File: config.mk
export PLATFORM = sky130hd
export DESIGN_NAME = flaca_conv
export DESIGN_NICKNAME = d
export VERILOG_FILES = /design/src/common/flaca_pkg.sv /design/src/hw/flaca_decode.sv /design/src/hw/flaca_conv.sv
export VERILOG_INCLUDE_DIRS = /design/src /design/src/common
export SDC_FILE = /design/constraint.sdc
export NUM_CORES = 2
export LEC_CHECK = 0
export ABC_AREA = 1
export CORE_MARGIN = 1
export CORE_UTILIZATION = 45
export DETAILED_ROUTE_END_ITERATION = 8
export DONT_BUFFER_PORTS = 1
export PLACE_DENSITY_LB_ADDON = 0.1
export SYNTH_ARGS = -nofsm -noshare
export SYNTH_HDL_FRONTEND = slang
export SYNTH_SLANG_ARGS = --single-unit
export TNS_END_PERCENT = 30
File: constraint.sdc
create_clock -name CLK_I -period 20.1 [get_ports CLK_I]
set_input_delay 4.02 -clock CLK_I [delete_from_list [all_inputs] [get_ports CLK_I]]
set_output_delay 4.02 -clock CLK_I [all_outputs]
set_load 0.02 [all_outputs]
File: src/common/flaca_params.svh
`ifndef FLACA_PARAMS_SVH
`define FLACA_PARAMS_SVH

// converter geometry
`define FLACA_THERMO_W 256
`define FLACA_RES_W 9
`define FLACA_DATA_W 8
`define FLACA_OVR_CODE 9'h1ff

// timing, figures in ns and derived cycle counts at the core clock
`define FLACA_CLK_NS 10
`define FLACA_SAMPLE_MAX_NS 500
`define FLACA_SAMPLE_MAX_CYC (`FLACA_SAMPLE_MAX_NS / `FLACA_CLK_NS)
`define FLACA_SMP_W 6
`define FLACA_VALID_NS 65
`define FLACA_VALID_CYC (`FLACA_VALID_NS / `FLACA_CLK_NS)
`define FLACA_DLY_W 3

// register map, byte addresses
`define FLACA_ADDR_W 12
`define FLACA_REG_CTRL 12'h000
`define FLACA_REG_STATUS 12'h004
`define FLACA_REG_RESULT 12'h008
`define FLACA_REG_COUNT 12'h00c

// field positions and reset values
`define FLACA_CTRL_WATCH 0
`define FLACA_CTRL_WATCH_RST 1'b1
`define FLACA_STAT_OVERRUN 0
`define FLACA_STAT_FRESH 1
`define FLACA_STAT_SAMPLING 2
`define FLACA_CNT_W 16

`endif

File: src/common/flaca_pkg.sv
`include "flaca_params.svh"

package flaca_pkg;

    // which half of the conversion cycle the comparators are in
    typedef enum logic {
        PH_BALANCE,
        PH_SAMPLE
    } flaca_phase_e;

    // apb request as seen by the slave
    typedef struct packed {
        logic sel;
        logic en;
        logic wr;
        logic [`FLACA_ADDR_W-1:0] addr;
        logic [31:0] wdata;
        logic [3:0] strb;
    } flaca_apb_s;

    // three-state pads, value plus enable
    typedef struct packed {
        logic [`FLACA_DATA_W-1:0] data;
        logic [`FLACA_DATA_W-1:0] data_oe;
        logic ovr;
        logic ovr_oe;
    } flaca_pads_s;

    // whole state of the converter control
    typedef struct packed {
        logic clk_m;
        logic clk_s;
        logic phase_m;
        logic phase_s;
        logic en_low_m;
        logic en_low_s;
        logic en_high_m;
        logic en_high_s;
        logic [`FLACA_THERMO_W-1:0] cmp_m;
        logic [`FLACA_THERMO_W-1:0] cmp_s;
        flaca_phase_e phase;
        logic [`FLACA_THERMO_W-1:0] row1;
        logic [`FLACA_THERMO_W-1:0] row2;
        logic [`FLACA_RES_W-1:0] out_reg;
        logic [`FLACA_RES_W-1:0] pin_val;
        logic [`FLACA_DLY_W-1:0] dly;
        logic dly_run;
        logic [`FLACA_SMP_W-1:0] smp_cnt;
        logic watch_en;
        logic overrun;
        logic fresh;
        logic [`FLACA_CNT_W-1:0] conv_cnt;
        logic [31:0] rdata;
        logic slverr;
    } flaca_state_s;

endpackage

File: src/hw/flaca_decode.sv
`include "flaca_params.svh"

module flaca_decode #(
    parameter int THERMO_W = `FLACA_THERMO_W,
    parameter int RES_W = `FLACA_RES_W
) (
    input wire logic [THERMO_W-1:0] thermo_i,
    output logic [RES_W-1:0] code_o
);

    // ones count instead of edge search, so a bubble costs one lsb, not a wild code
    function automatic logic [RES_W-1:0] count_ones(input logic [THERMO_W-2:0] v);
        logic [RES_W-1:0] sum;
        sum = '0;
        for (int i = 0; i < THERMO_W - 1; i++) begin
            sum = sum + RES_W'(v[i]);
        end
        return sum;
    endfunction

    // top comparator is the over-range one and forces the full count
    always_comb begin
        if (thermo_i[THERMO_W-1]) begin
            code_o = `FLACA_OVR_CODE;
        end else begin
            code_o = count_ones(thermo_i[THERMO_W-2:0]);
        end
    end

endmodule

File: src/hw/flaca_conv.sv
// Function
// - Each period of the conversion clock is one conversion: one balance half and one sample half.
// - With the polarity select high, balance happens while the clock is high and sampling while it is low.
// - The polarity select complements the incoming clock, so toggling it swaps the two halves.
// - With the polarity select low, a rising clock edge starts sampling and the first latch row tracks the comparators throughout.
// - With the polarity select low, the falling edge freezes all 256 comparator results in the first row and starts balancing.
// - At the end of balancing the first row is copied into the second row.
// - The decoded result is loaded into the output register at the next end of sampling and shows on the pins after the valid delay.
// - A result appears only after a second edge of the same kind as the one that ended its sample.
// - The output register holds eight data bits and the over-range flag, each behind a three-state driver.
// - The active-low enable high floats the eight data bits only; the flag stays driven while the high enable is high.
// - The active-high enable low floats the eight data bits and the flag.
// - Over-range sets the flag and all eight data bits, a count of 511.
`include "flaca_params.svh"

module flaca_conv (
    input wire logic CLK_I,
    input wire logic RST_B_I,
    input wire logic CE_I,
    input wire logic PSEL_I,
    input wire logic PENABLE_I,
    input wire logic PWRITE_I,
    input wire logic [`FLACA_ADDR_W-1:0] PADDR_I,
    input wire logic [31:0] PWDATA_I,
    input wire logic [3:0] PSTRB_I,
    output logic [31:0] PRDATA_O,
    output logic PREADY_O,
    output logic PSLVERR_O,
    input wire logic CONV_CLK_I,
    input wire logic PHASE_SEL_I,
    input wire logic DATA_ENABLE_LOW_B_I,
    input wire logic ALL_ENABLE_HIGH_I,
    input wire logic [`FLACA_THERMO_W-1:0] CMP_I,
    output logic [`FLACA_DATA_W-1:0] SAMPLE_DATA_BITS_O,
    output logic [`FLACA_DATA_W-1:0] SAMPLE_DATA_BITS_OE_O,
    output logic OVER_RANGE_FLAG_O,
    output logic OVER_RANGE_FLAG_OE_O
);

    flaca_pkg::flaca_state_s st_ff;
    flaca_pkg::flaca_state_s nxt_st;
    flaca_pkg::flaca_apb_s apb;
    flaca_pkg::flaca_pads_s pads;
    flaca_pkg::flaca_phase_e cur_phase;
    logic [`FLACA_RES_W-1:0] dec_code;
    logic smp_start;
    logic smp_end;
    logic apb_setup;
    logic apb_wr;

    // address decode, shared by error answer and write path; the read mux has its own case
    function automatic logic reg_hit(input logic [`FLACA_ADDR_W-1:0] a);
        return (a == `FLACA_REG_CTRL) || (a == `FLACA_REG_STATUS) ||
               (a == `FLACA_REG_RESULT) || (a == `FLACA_REG_COUNT);
    endfunction

    function automatic logic [31:0] read_word(input logic [`FLACA_ADDR_W-1:0] a,
                                              input flaca_pkg::flaca_state_s s);
        logic [31:0] w;
        w = '0;
        case (a)
            `FLACA_REG_CTRL: begin
                w[`FLACA_CTRL_WATCH] = s.watch_en;
            end
            `FLACA_REG_STATUS: begin
                w[`FLACA_STAT_OVERRUN] = s.overrun;
                w[`FLACA_STAT_FRESH] = s.fresh;
                w[`FLACA_STAT_SAMPLING] = (s.phase == flaca_pkg::PH_SAMPLE);
            end
            `FLACA_REG_RESULT: begin
                w[`FLACA_RES_W-1:0] = s.out_reg;
            end
            `FLACA_REG_COUNT: begin
                w[`FLACA_CNT_W-1:0] = s.conv_cnt;
            end
            default: begin
                w = '0;
            end
        endcase
        return w;
    endfunction

    // bundle the bus so the process reads one carrier
    assign apb.sel = PSEL_I;
    assign apb.en = PENABLE_I;
    assign apb.wr = PWRITE_I;
    assign apb.addr = PADDR_I;
    assign apb.wdata = PWDATA_I;
    assign apb.strb = PSTRB_I;
    assign apb_setup = apb.sel && !apb.en;
    assign apb_wr = apb.sel && apb.en && apb.wr && reg_hit(apb.addr);

    // polarity select is an xor on the clock, the whole two-phase story follows from it
    assign cur_phase = (st_ff.clk_s ^ st_ff.phase_s) ? flaca_pkg::PH_SAMPLE
                                                       : flaca_pkg::PH_BALANCE;
    assign smp_start = (cur_phase == flaca_pkg::PH_SAMPLE) &&
                       (st_ff.phase == flaca_pkg::PH_BALANCE);
    assign smp_end = (cur_phase == flaca_pkg::PH_BALANCE) &&
                     (st_ff.phase == flaca_pkg::PH_SAMPLE);

    // thermometer to binary off the second row
    flaca_decode #(
        .THERMO_W(`FLACA_THERMO_W),
        .RES_W(`FLACA_RES_W)
    ) u_decode (
        .thermo_i(st_ff.row2),
        .code_o(dec_code)
    );

    always_comb begin
        nxt_st = st_ff;

        // two-stage synchronisers for every pin from the analog side
        nxt_st.clk_m = CONV_CLK_I;
        nxt_st.clk_s = st_ff.clk_m;
        nxt_st.phase_m = PHASE_SEL_I;
        nxt_st.phase_s = st_ff.phase_m;
        nxt_st.en_low_m = DATA_ENABLE_LOW_B_I;
        nxt_st.en_low_s = st_ff.en_low_m;
        nxt_st.en_high_m = ALL_ENABLE_HIGH_I;
        nxt_st.en_high_s = st_ff.en_high_m;
        nxt_st.cmp_m = CMP_I;
        nxt_st.cmp_s = st_ff.cmp_m;

        // one balance half and one sample half per clock period
        nxt_st.phase = cur_phase;

        // first row tracks while sampling and is left frozen once balance begins
        if (cur_phase == flaca_pkg::PH_SAMPLE) begin
            nxt_st.row1 = st_ff.cmp_s;
        end

        // second row takes the settled first row when balance ends
        if (smp_start) begin
            nxt_st.row2 = st_ff.row1;
        end

        // the end of the next sample loads the result, hence two like edges of latency
        if (smp_end) begin
            nxt_st.out_reg = dec_code;
            nxt_st.dly = '0;
            nxt_st.dly_run = 1'b1;
            nxt_st.conv_cnt = st_ff.conv_cnt + `FLACA_CNT_W'(1);
        end

        // pins follow the register only after the valid delay; a new load restarts it
        if (st_ff.dly_run && !smp_end) begin
            if (st_ff.dly == `FLACA_DLY_W'(`FLACA_VALID_CYC - 1)) begin
                nxt_st.pin_val = st_ff.out_reg;
                nxt_st.dly_run = 1'b0;
            end else begin
                nxt_st.dly = st_ff.dly + `FLACA_DLY_W'(1);
            end
        end

        // sample length watch, saturating so a parked clock cannot wrap it
        if (cur_phase == flaca_pkg::PH_SAMPLE) begin
            if (st_ff.smp_cnt != `FLACA_SMP_W'(`FLACA_SAMPLE_MAX_CYC)) begin
                nxt_st.smp_cnt = st_ff.smp_cnt + `FLACA_SMP_W'(1);
            end
        end else begin
            nxt_st.smp_cnt = '0;
        end

        // apb: answer is prepared in setup so the access phase needs no wait
        if (apb_setup) begin
            nxt_st.rdata = read_word(apb.addr, st_ff);
            nxt_st.slverr = !reg_hit(apb.addr);
        end
        if (apb_wr && apb.strb[0]) begin
            case (apb.addr)
                `FLACA_REG_CTRL: begin
                    nxt_st.watch_en = apb.wdata[`FLACA_CTRL_WATCH];
                end
                `FLACA_REG_STATUS: begin
                    if (apb.wdata[`FLACA_STAT_OVERRUN]) begin
                        nxt_st.overrun = 1'b0;
                    end
                    if (apb.wdata[`FLACA_STAT_FRESH]) begin
                        nxt_st.fresh = 1'b0;
                    end
                end
                default: begin
                    nxt_st.conv_cnt = nxt_st.conv_cnt;
                end
            endcase
        end

        // hardware sets come last so a set in the clearing cycle wins
        if (st_ff.watch_en && (cur_phase == flaca_pkg::PH_SAMPLE) &&
            (st_ff.smp_cnt == `FLACA_SMP_W'(`FLACA_SAMPLE_MAX_CYC))) begin
            nxt_st.overrun = 1'b1;
        end
        if (smp_end) begin
            nxt_st.fresh = 1'b1;
        end
    end

    // ce low freezes everything, synchronisers included
    always_ff @(posedge CLK_I) begin
        if (!RST_B_I) begin
            st_ff <= '0;
            st_ff.watch_en <= `FLACA_CTRL_WATCH_RST;
        end else if (CE_I) begin
            st_ff <= nxt_st;
        end
    end

    // three-state drivers: low enable gates data only, high enable gates both
    always_comb begin
        pads.data = st_ff.pin_val[`FLACA_DATA_W-1:0];
        pads.ovr = st_ff.pin_val[`FLACA_RES_W-1];
        pads.data_oe = {`FLACA_DATA_W{st_ff.en_high_s && !st_ff.en_low_s}};
        pads.ovr_oe = st_ff.en_high_s;
    end

    assign SAMPLE_DATA_BITS_O = pads.data;
    assign SAMPLE_DATA_BITS_OE_O = pads.data_oe;
    assign OVER_RANGE_FLAG_O = pads.ovr;
    assign OVER_RANGE_FLAG_OE_O = pads.ovr_oe;
    assign PRDATA_O = st_ff.rdata;
    assign PSLVERR_O = st_ff.slverr;
    assign PREADY_O = 1'b1; // zero wait states, data was fetched in setup

endmodule

# Yosys cells after proc, flatten, opt, wreduce, memory -nomap -nowiden
# Index checks and enable logic that the tools add are counted.
# word_totals
elab_cells	344
in_bits	314
out_inout_bits	52
reg_bits	1097
# classes
n_bitwise	3
mux	19
eq_ne	7
n_reduce_logical	34
add_sub_neg	257
# op_table
cell	count
adder 9 x 1 -> 9 bit	253
== test 12 x 4 -> 1 bit (second input constant)	2
two-way mux 18 bit	1
adder 16 x 1 -> 16 bit (second input constant)	1
two-way mux 16 bit	1
== test 12 x 3 -> 1 bit (second input constant)	1
zero test 12 bit	1
two-way mux 6 bit	2
one-hot mux 6 bit (2 select lines)	1
nonzero test 2 bit	6
logical AND 1 bit	11
AND reduction 2 bit	5
two-way mux 9 bit	1
two-way mux 4 bit	2
AND reduction 4 bit	2
two-way mux 7 bit	1
adder 6 x 1 -> 6 bit (second input constant)	1
== test 6 bit (second input constant)	1
two-way mux 1 bit	6
!= test 6 bit (second input constant)	1
one-hot mux 2 bit (3 select lines)	1
AND reduction 3 bit	2
zero test 1 bit	4
one-hot mux 1 bit (4 select lines)	1
other kinds (9)	12

# Longest topological paths before layout
# depth
ltp_word	255
depth_mapped	30

# Modules after synthesis
# Synthesis repeated with hierarchy kept, for this count alone.
# unflattened
hier_cells	5725
hier_area_um2	46161.8
# modules_own_cells
mod	cells_each	area_per_inst_um2	instances
flaca_conv	5028	39237.6	1
flaca_decode	697	6924.1	1

# Worst setup path after synthesis
# Ideal clock, no wire load.
# synth_path
path_type	register to register
startpoint	register st_ff[80] in the netlist's numbering
endpoint	register st_ff[78] in the netlist's numbering
setup_time_ns	0.109
synth_period_minus_slack_ns	7.149
path_buffers	0
t_required_ns	19.991
arrival_ns	7.040
path_stages_with_launch	26
slack_ns	12.951
cell_sequence	dfxtp_1 -> ha_1 -> inv_1 -> fa_1 -> fa_1 -> inv_1 -> fa_1 -> fa_1 -> fa_1 -> fa_1 -> fa_1 -> fa_1 -> fa_1 -> fa_1 -> inv_1 -> fa_1 -> inv_1 -> ha_1 -> nand3_1 -> nand3_1 -> nand4_1 -> nand2_1 -> nand2_1 -> nand3_1 -> nand2_1 -> inv_1
# synth_between
elab_chain_cells	255
# synth_rtl
item	line_no	text
start: declaration	flaca_conv.sv:40	flaca_pkg::flaca_state_s st_ff;
start signal: assignment	flaca_conv.sv:205	st_ff <= nxt_st;
adder 1 x 1 -> 2 bit	flaca_decode.sv:16	sum = sum + RES_W'(v[i]);
adder 9 x 1 -> 9 bit (253 in series)	flaca_decode.sv:16	
two-way mux 9 bit	flaca_decode.sv:23	if (thermo_i[THERMO_W-1]) begin
# Every way passes these cells.
# A chain may end at the register's enable or synchronous reset.

# Worst setup path after layout
# layout_path
startpoint	input port CE_I
endpoint	register st_ff[297] in the netlist's numbering
# layout_between
elab_chain_cells	1
# layout_rtl
item	line_no	text
start: declaration	flaca_conv.sv:19	input wire logic CE_I,
AND reduction 2 bit (no source line)	n/a	
# Every way passes these cells.

==> results.json <==
{
  "worst_pin_slew_ns": 2.76,
  "crit_required_ns": 20.71,
  "core-area_um2": 99000,
  "routed_wl_mm": 111,
  "design.die.area_um2": 102000,
  "grt_pass1_wl_mm": 179,
  "critPathLaunchType": "input pin",
  "drv_slew": 858,
  "crit_type": "input pin to flip-flop",
  "clock_sinks": 1097,
  "numCtsBuffers": 117,
  "numPortBuffers": 0,
  "clock_path_buffers": 3,
  "syn_area_per_cell_um2": 8.15,
  "antenna_found_initial": 25,
  "drive_gt1_share_pct": 3.96,
  "ys_warn_count": 0,
  "p_int_uw": 4670,
  "peakVddDrop_mv": 0.377,
  "die_h_um": 319,
  "synth_compound_area_share_pct": 14.0,
  "grt_usage_pct": 21.8,
  "ctsHoldBuffers": 0,
  "violations": "slew limit",
  "vias": 33748,
  "m1WireLength_mm": 50.7,
  "synth-xor-area-share_pct": 0.116,
  "totalNegativeSetupSlack_ns": 0,
  "maxCapViolCount": 0,
  "finalHoldViolCount": 0,
  "dpl.cell_count": 6452,
  "p_sw_uw": 2510,
  "synth_top_family_by_area": "simple AND/OR/NAND/NOR gates",
  "ys_ff_latch": 1097,
  "worstSetupEndpointType": "flip-flop",
  "clkPwrFrac_pct": 30.6,
  "wl_met2_mm": 52.6,
  "num_rows": 115,
  "top_layer_used": "met5",
  "synth_area_um2": 45300,
  "seq_area_frac_synth_pct": 48.5,
  "drtAntennaViolNets": 0,
  "max_slew_margin_pct": -83.8,
  "overflow": 0,
  "status": "complete, but fails checks",
  "place_hpwl_mm": 67.9,
  "rsz0062_at_grt": "no",
  "start_util_pct": 45.7,
  "synth_fa_ha_area_share_pct": 11.9,
  "cts-root-buf": "clkbuf_16",
  "hold_class": "flip-flop to flip-flop",
  "syn_to_final_growth_pct": 8.71,
  "sequentialPowerShare_pct": 33.2,
  "first_pass_iters": 8,
  "hold_path_depth": 2,
  "layout_common_cells": "nor2_1, dfxtp_1, o21ai_0",
  "period_share_pct": 44.4,
  "synthSimpleGateAreaFrac_pct": 17.7,
  "worstPathMaxFanout": 526,
  "synth_mux_area_share_pct": 0,
  "cp.arrival_ns": 9.53,
  "power.density_nw_per_um2": 146,
  "setup_viol": 0,
  "drc": 0,
  "syn_inst": 5554,
  "io_pins": 366,
  "gp_congestion": 0.827,
  "cts_setup_buffers": 0,
  "routed-wl-met3_mm": 5.01,
  "p_leak_uw": 0.0210,
  "clock_latency_ns": 0.70,
  "via_per_inst": 5.06,
  "tritoncts": "done",
  "synth.distinct_cells": 33,
  "swShare_pct": 34.9,
  "fp.dieW_um": 319,
  "cts-htree-levels": 3,
  "combPwrFrac_pct": 36.2,
  "fin_skew_ns": 0.0203,
  "nets": 5885,
  "period_needed_ns": 8.92,
  "grt_pass1_vias": 33002,
  "layout_commonest_cell": "nor2_1",
  "cts.clk_slew.worst_paths_ns": 0.06,
  "grt_max_degree": 924,
  "rr_worst_depth": 27,
  "post_drt_wl_per_cell_um": 16.6,
  "first_iter_violations": 2227,
  "cts.repair.resized": 0,
  "stdcell_count": 6673,
  "max_freq_ghz": 0.112
}
## synth_stat cells
| library cell | number | area [µm²] |
|---|---|---|
| a211oi_1 | 1 | 7.51 |
| a21o_1 | 1 | 7.51 |
| a21oi_1 | 313 | 1570 |
| a31o_2 | 1 | 8.76 |
| a31oi_1 | 1 | 6.26 |
| and3_1 | 1 | 6.26 |
| buf_1 | 20 | 75.1 |
| buf_2 | 92 | 460 |
| buf_4 | 49 | 368 |
| clkbuf_1 | 257 | 965 |
| clkinv_1 | 1 | 3.75 |
| conb_1 | 2 | 7.51 |
| dfxtp_1 | 1097 | 22000 |
| fa_1 | 241 | 4820 |
| ha_1 | 46 | 576 |
| inv_1 | 429 | 1610 |
| inv_2 | 4 | 15.0 |
| nand2_1 | 235 | 882 |
| nand2_2 | 3 | 18.8 |
| nand3_1 | 182 | 911 |
| nand3_2 | 2 | 20.0 |
| nand4_1 | 13 | 81.3 |
| nor2_1 | 1597 | 5990 |
| nor2_4 | 1 | 11.3 |
| nor3_1 | 15 | 75.1 |
| nor3_2 | 2 | 20.0 |
| o21a_1 | 1 | 7.51 |
| o21ai_0 | 872 | 4360 |
| o21ai_1 | 64 | 320 |
| o22ai_1 | 4 | 25.0 |
| or2_1 | 1 | 6.26 |
| xnor2_1 | 2 | 17.5 |
| xor2_1 | 4 | 35.0 |
## kinds of logic (layout without fill, tap and decap cells)
kind of cell | count (synthesis) | in the layout
fa+ha+maj | 287 | 287
buf+inv | 852 | 662
flops | 1097 | 1097
compound gates | 1258 | 1258
xor+xnor | 6 | 6
other cells | 2 | 24
simple gates | 2052 | 2052
## flip-flops by register name, indices dropped and copies added (netlist names)
register and cells:
SAMPLE_DATA_BITS_O 8, OVER_RANGE_FLAG_OE_O 1, OVER_RANGE_FLAG_O 1, nxt_st 260, st_ff 810, PSLVERR_O 1, PRDATA_O 16
## metrics by stage
| stage | hold slack [ns] | worst slack [ns] | util, % | power, µW | instance area [µm²] |
|---|---|---|---|---|---|
| 4_1_cts | 0.471 | 12.36 | 49.7 | 7310 | 49200 |
| 3_5_place_dp | 0.462 | 12.40 | 45.7 | 5080 | 45200 |
| 6_report | 0.469 | 11.18 | 49.7 | 7180 | 49200 |
| 3_3_place_gp | 0.458 | 12.37 | 45.7 | 5090 | 45200 |
| 5_1_grt | 0.494 | 12.06 | 49.7 | 7770 | 49200 |
| 2_1_floorplan | 0.424 | 12.95 | - | 4440 | 45300 |
## layout make-up
class | instances | area [µm²]
multi-input cells | 3620 | 19900
inverters | 434 | 1650
well taps | 1287 | 1610
diodes | 7 | 17.5
repair buffers | 14 | 130
fillers | 9797 | 49800
clock buffers | 179 | 3510
flip-flops and latches | 1097 | 22000
clock inverters | 35 | 435
## final timing paths
| kind | startpoint | end | slack (ns) |
|---|---|---|---|
| max | CE_I | st_ff[297]$_SDFFE_PN0P_ | 11.18 |
| min | st_ff[80]$_SDFFE_PN0P_ | st_ff[80]$_SDFFE_PN0P_ | 0.47 |
| max reg2reg | st_ff[212]$_SDFFE_PN0P_ | st_ff[79]$_SDFFE_PN0P_ | 12.37 |
| min reg2reg | st_ff[80]$_SDFFE_PN0P_ | st_ff[80]$_SDFFE_PN0P_ | 0.47 |
## critical path, stage by stage
cell and delay (ns):
inv_8 1.52, nor2_4 0.06, buf_4 0.36, nand2_8 0.79, buf_12 0.58, o21ai_1 0.31
a21oi_1 0.20
## power by group through the flow
stage	Clock (µW)	Combinational [µW]	Sequential, µW
final	2200	2600	2380
after CTS	2250	2680	2380
after detailed placement	0	2660	2430
after global routing	2340	3030	2400
after global placement	0	2670	2430
after floorplan	0	2040	2400
## routing by layer
layer  up-vias  GRT usage [%]
met5         -              0
met4        20           6.12
met3       188           4.34
met2       510           36.1
met1     15982           28.7
li1      17048              -
Note: power is estimated with default switching activity, not from simulation.
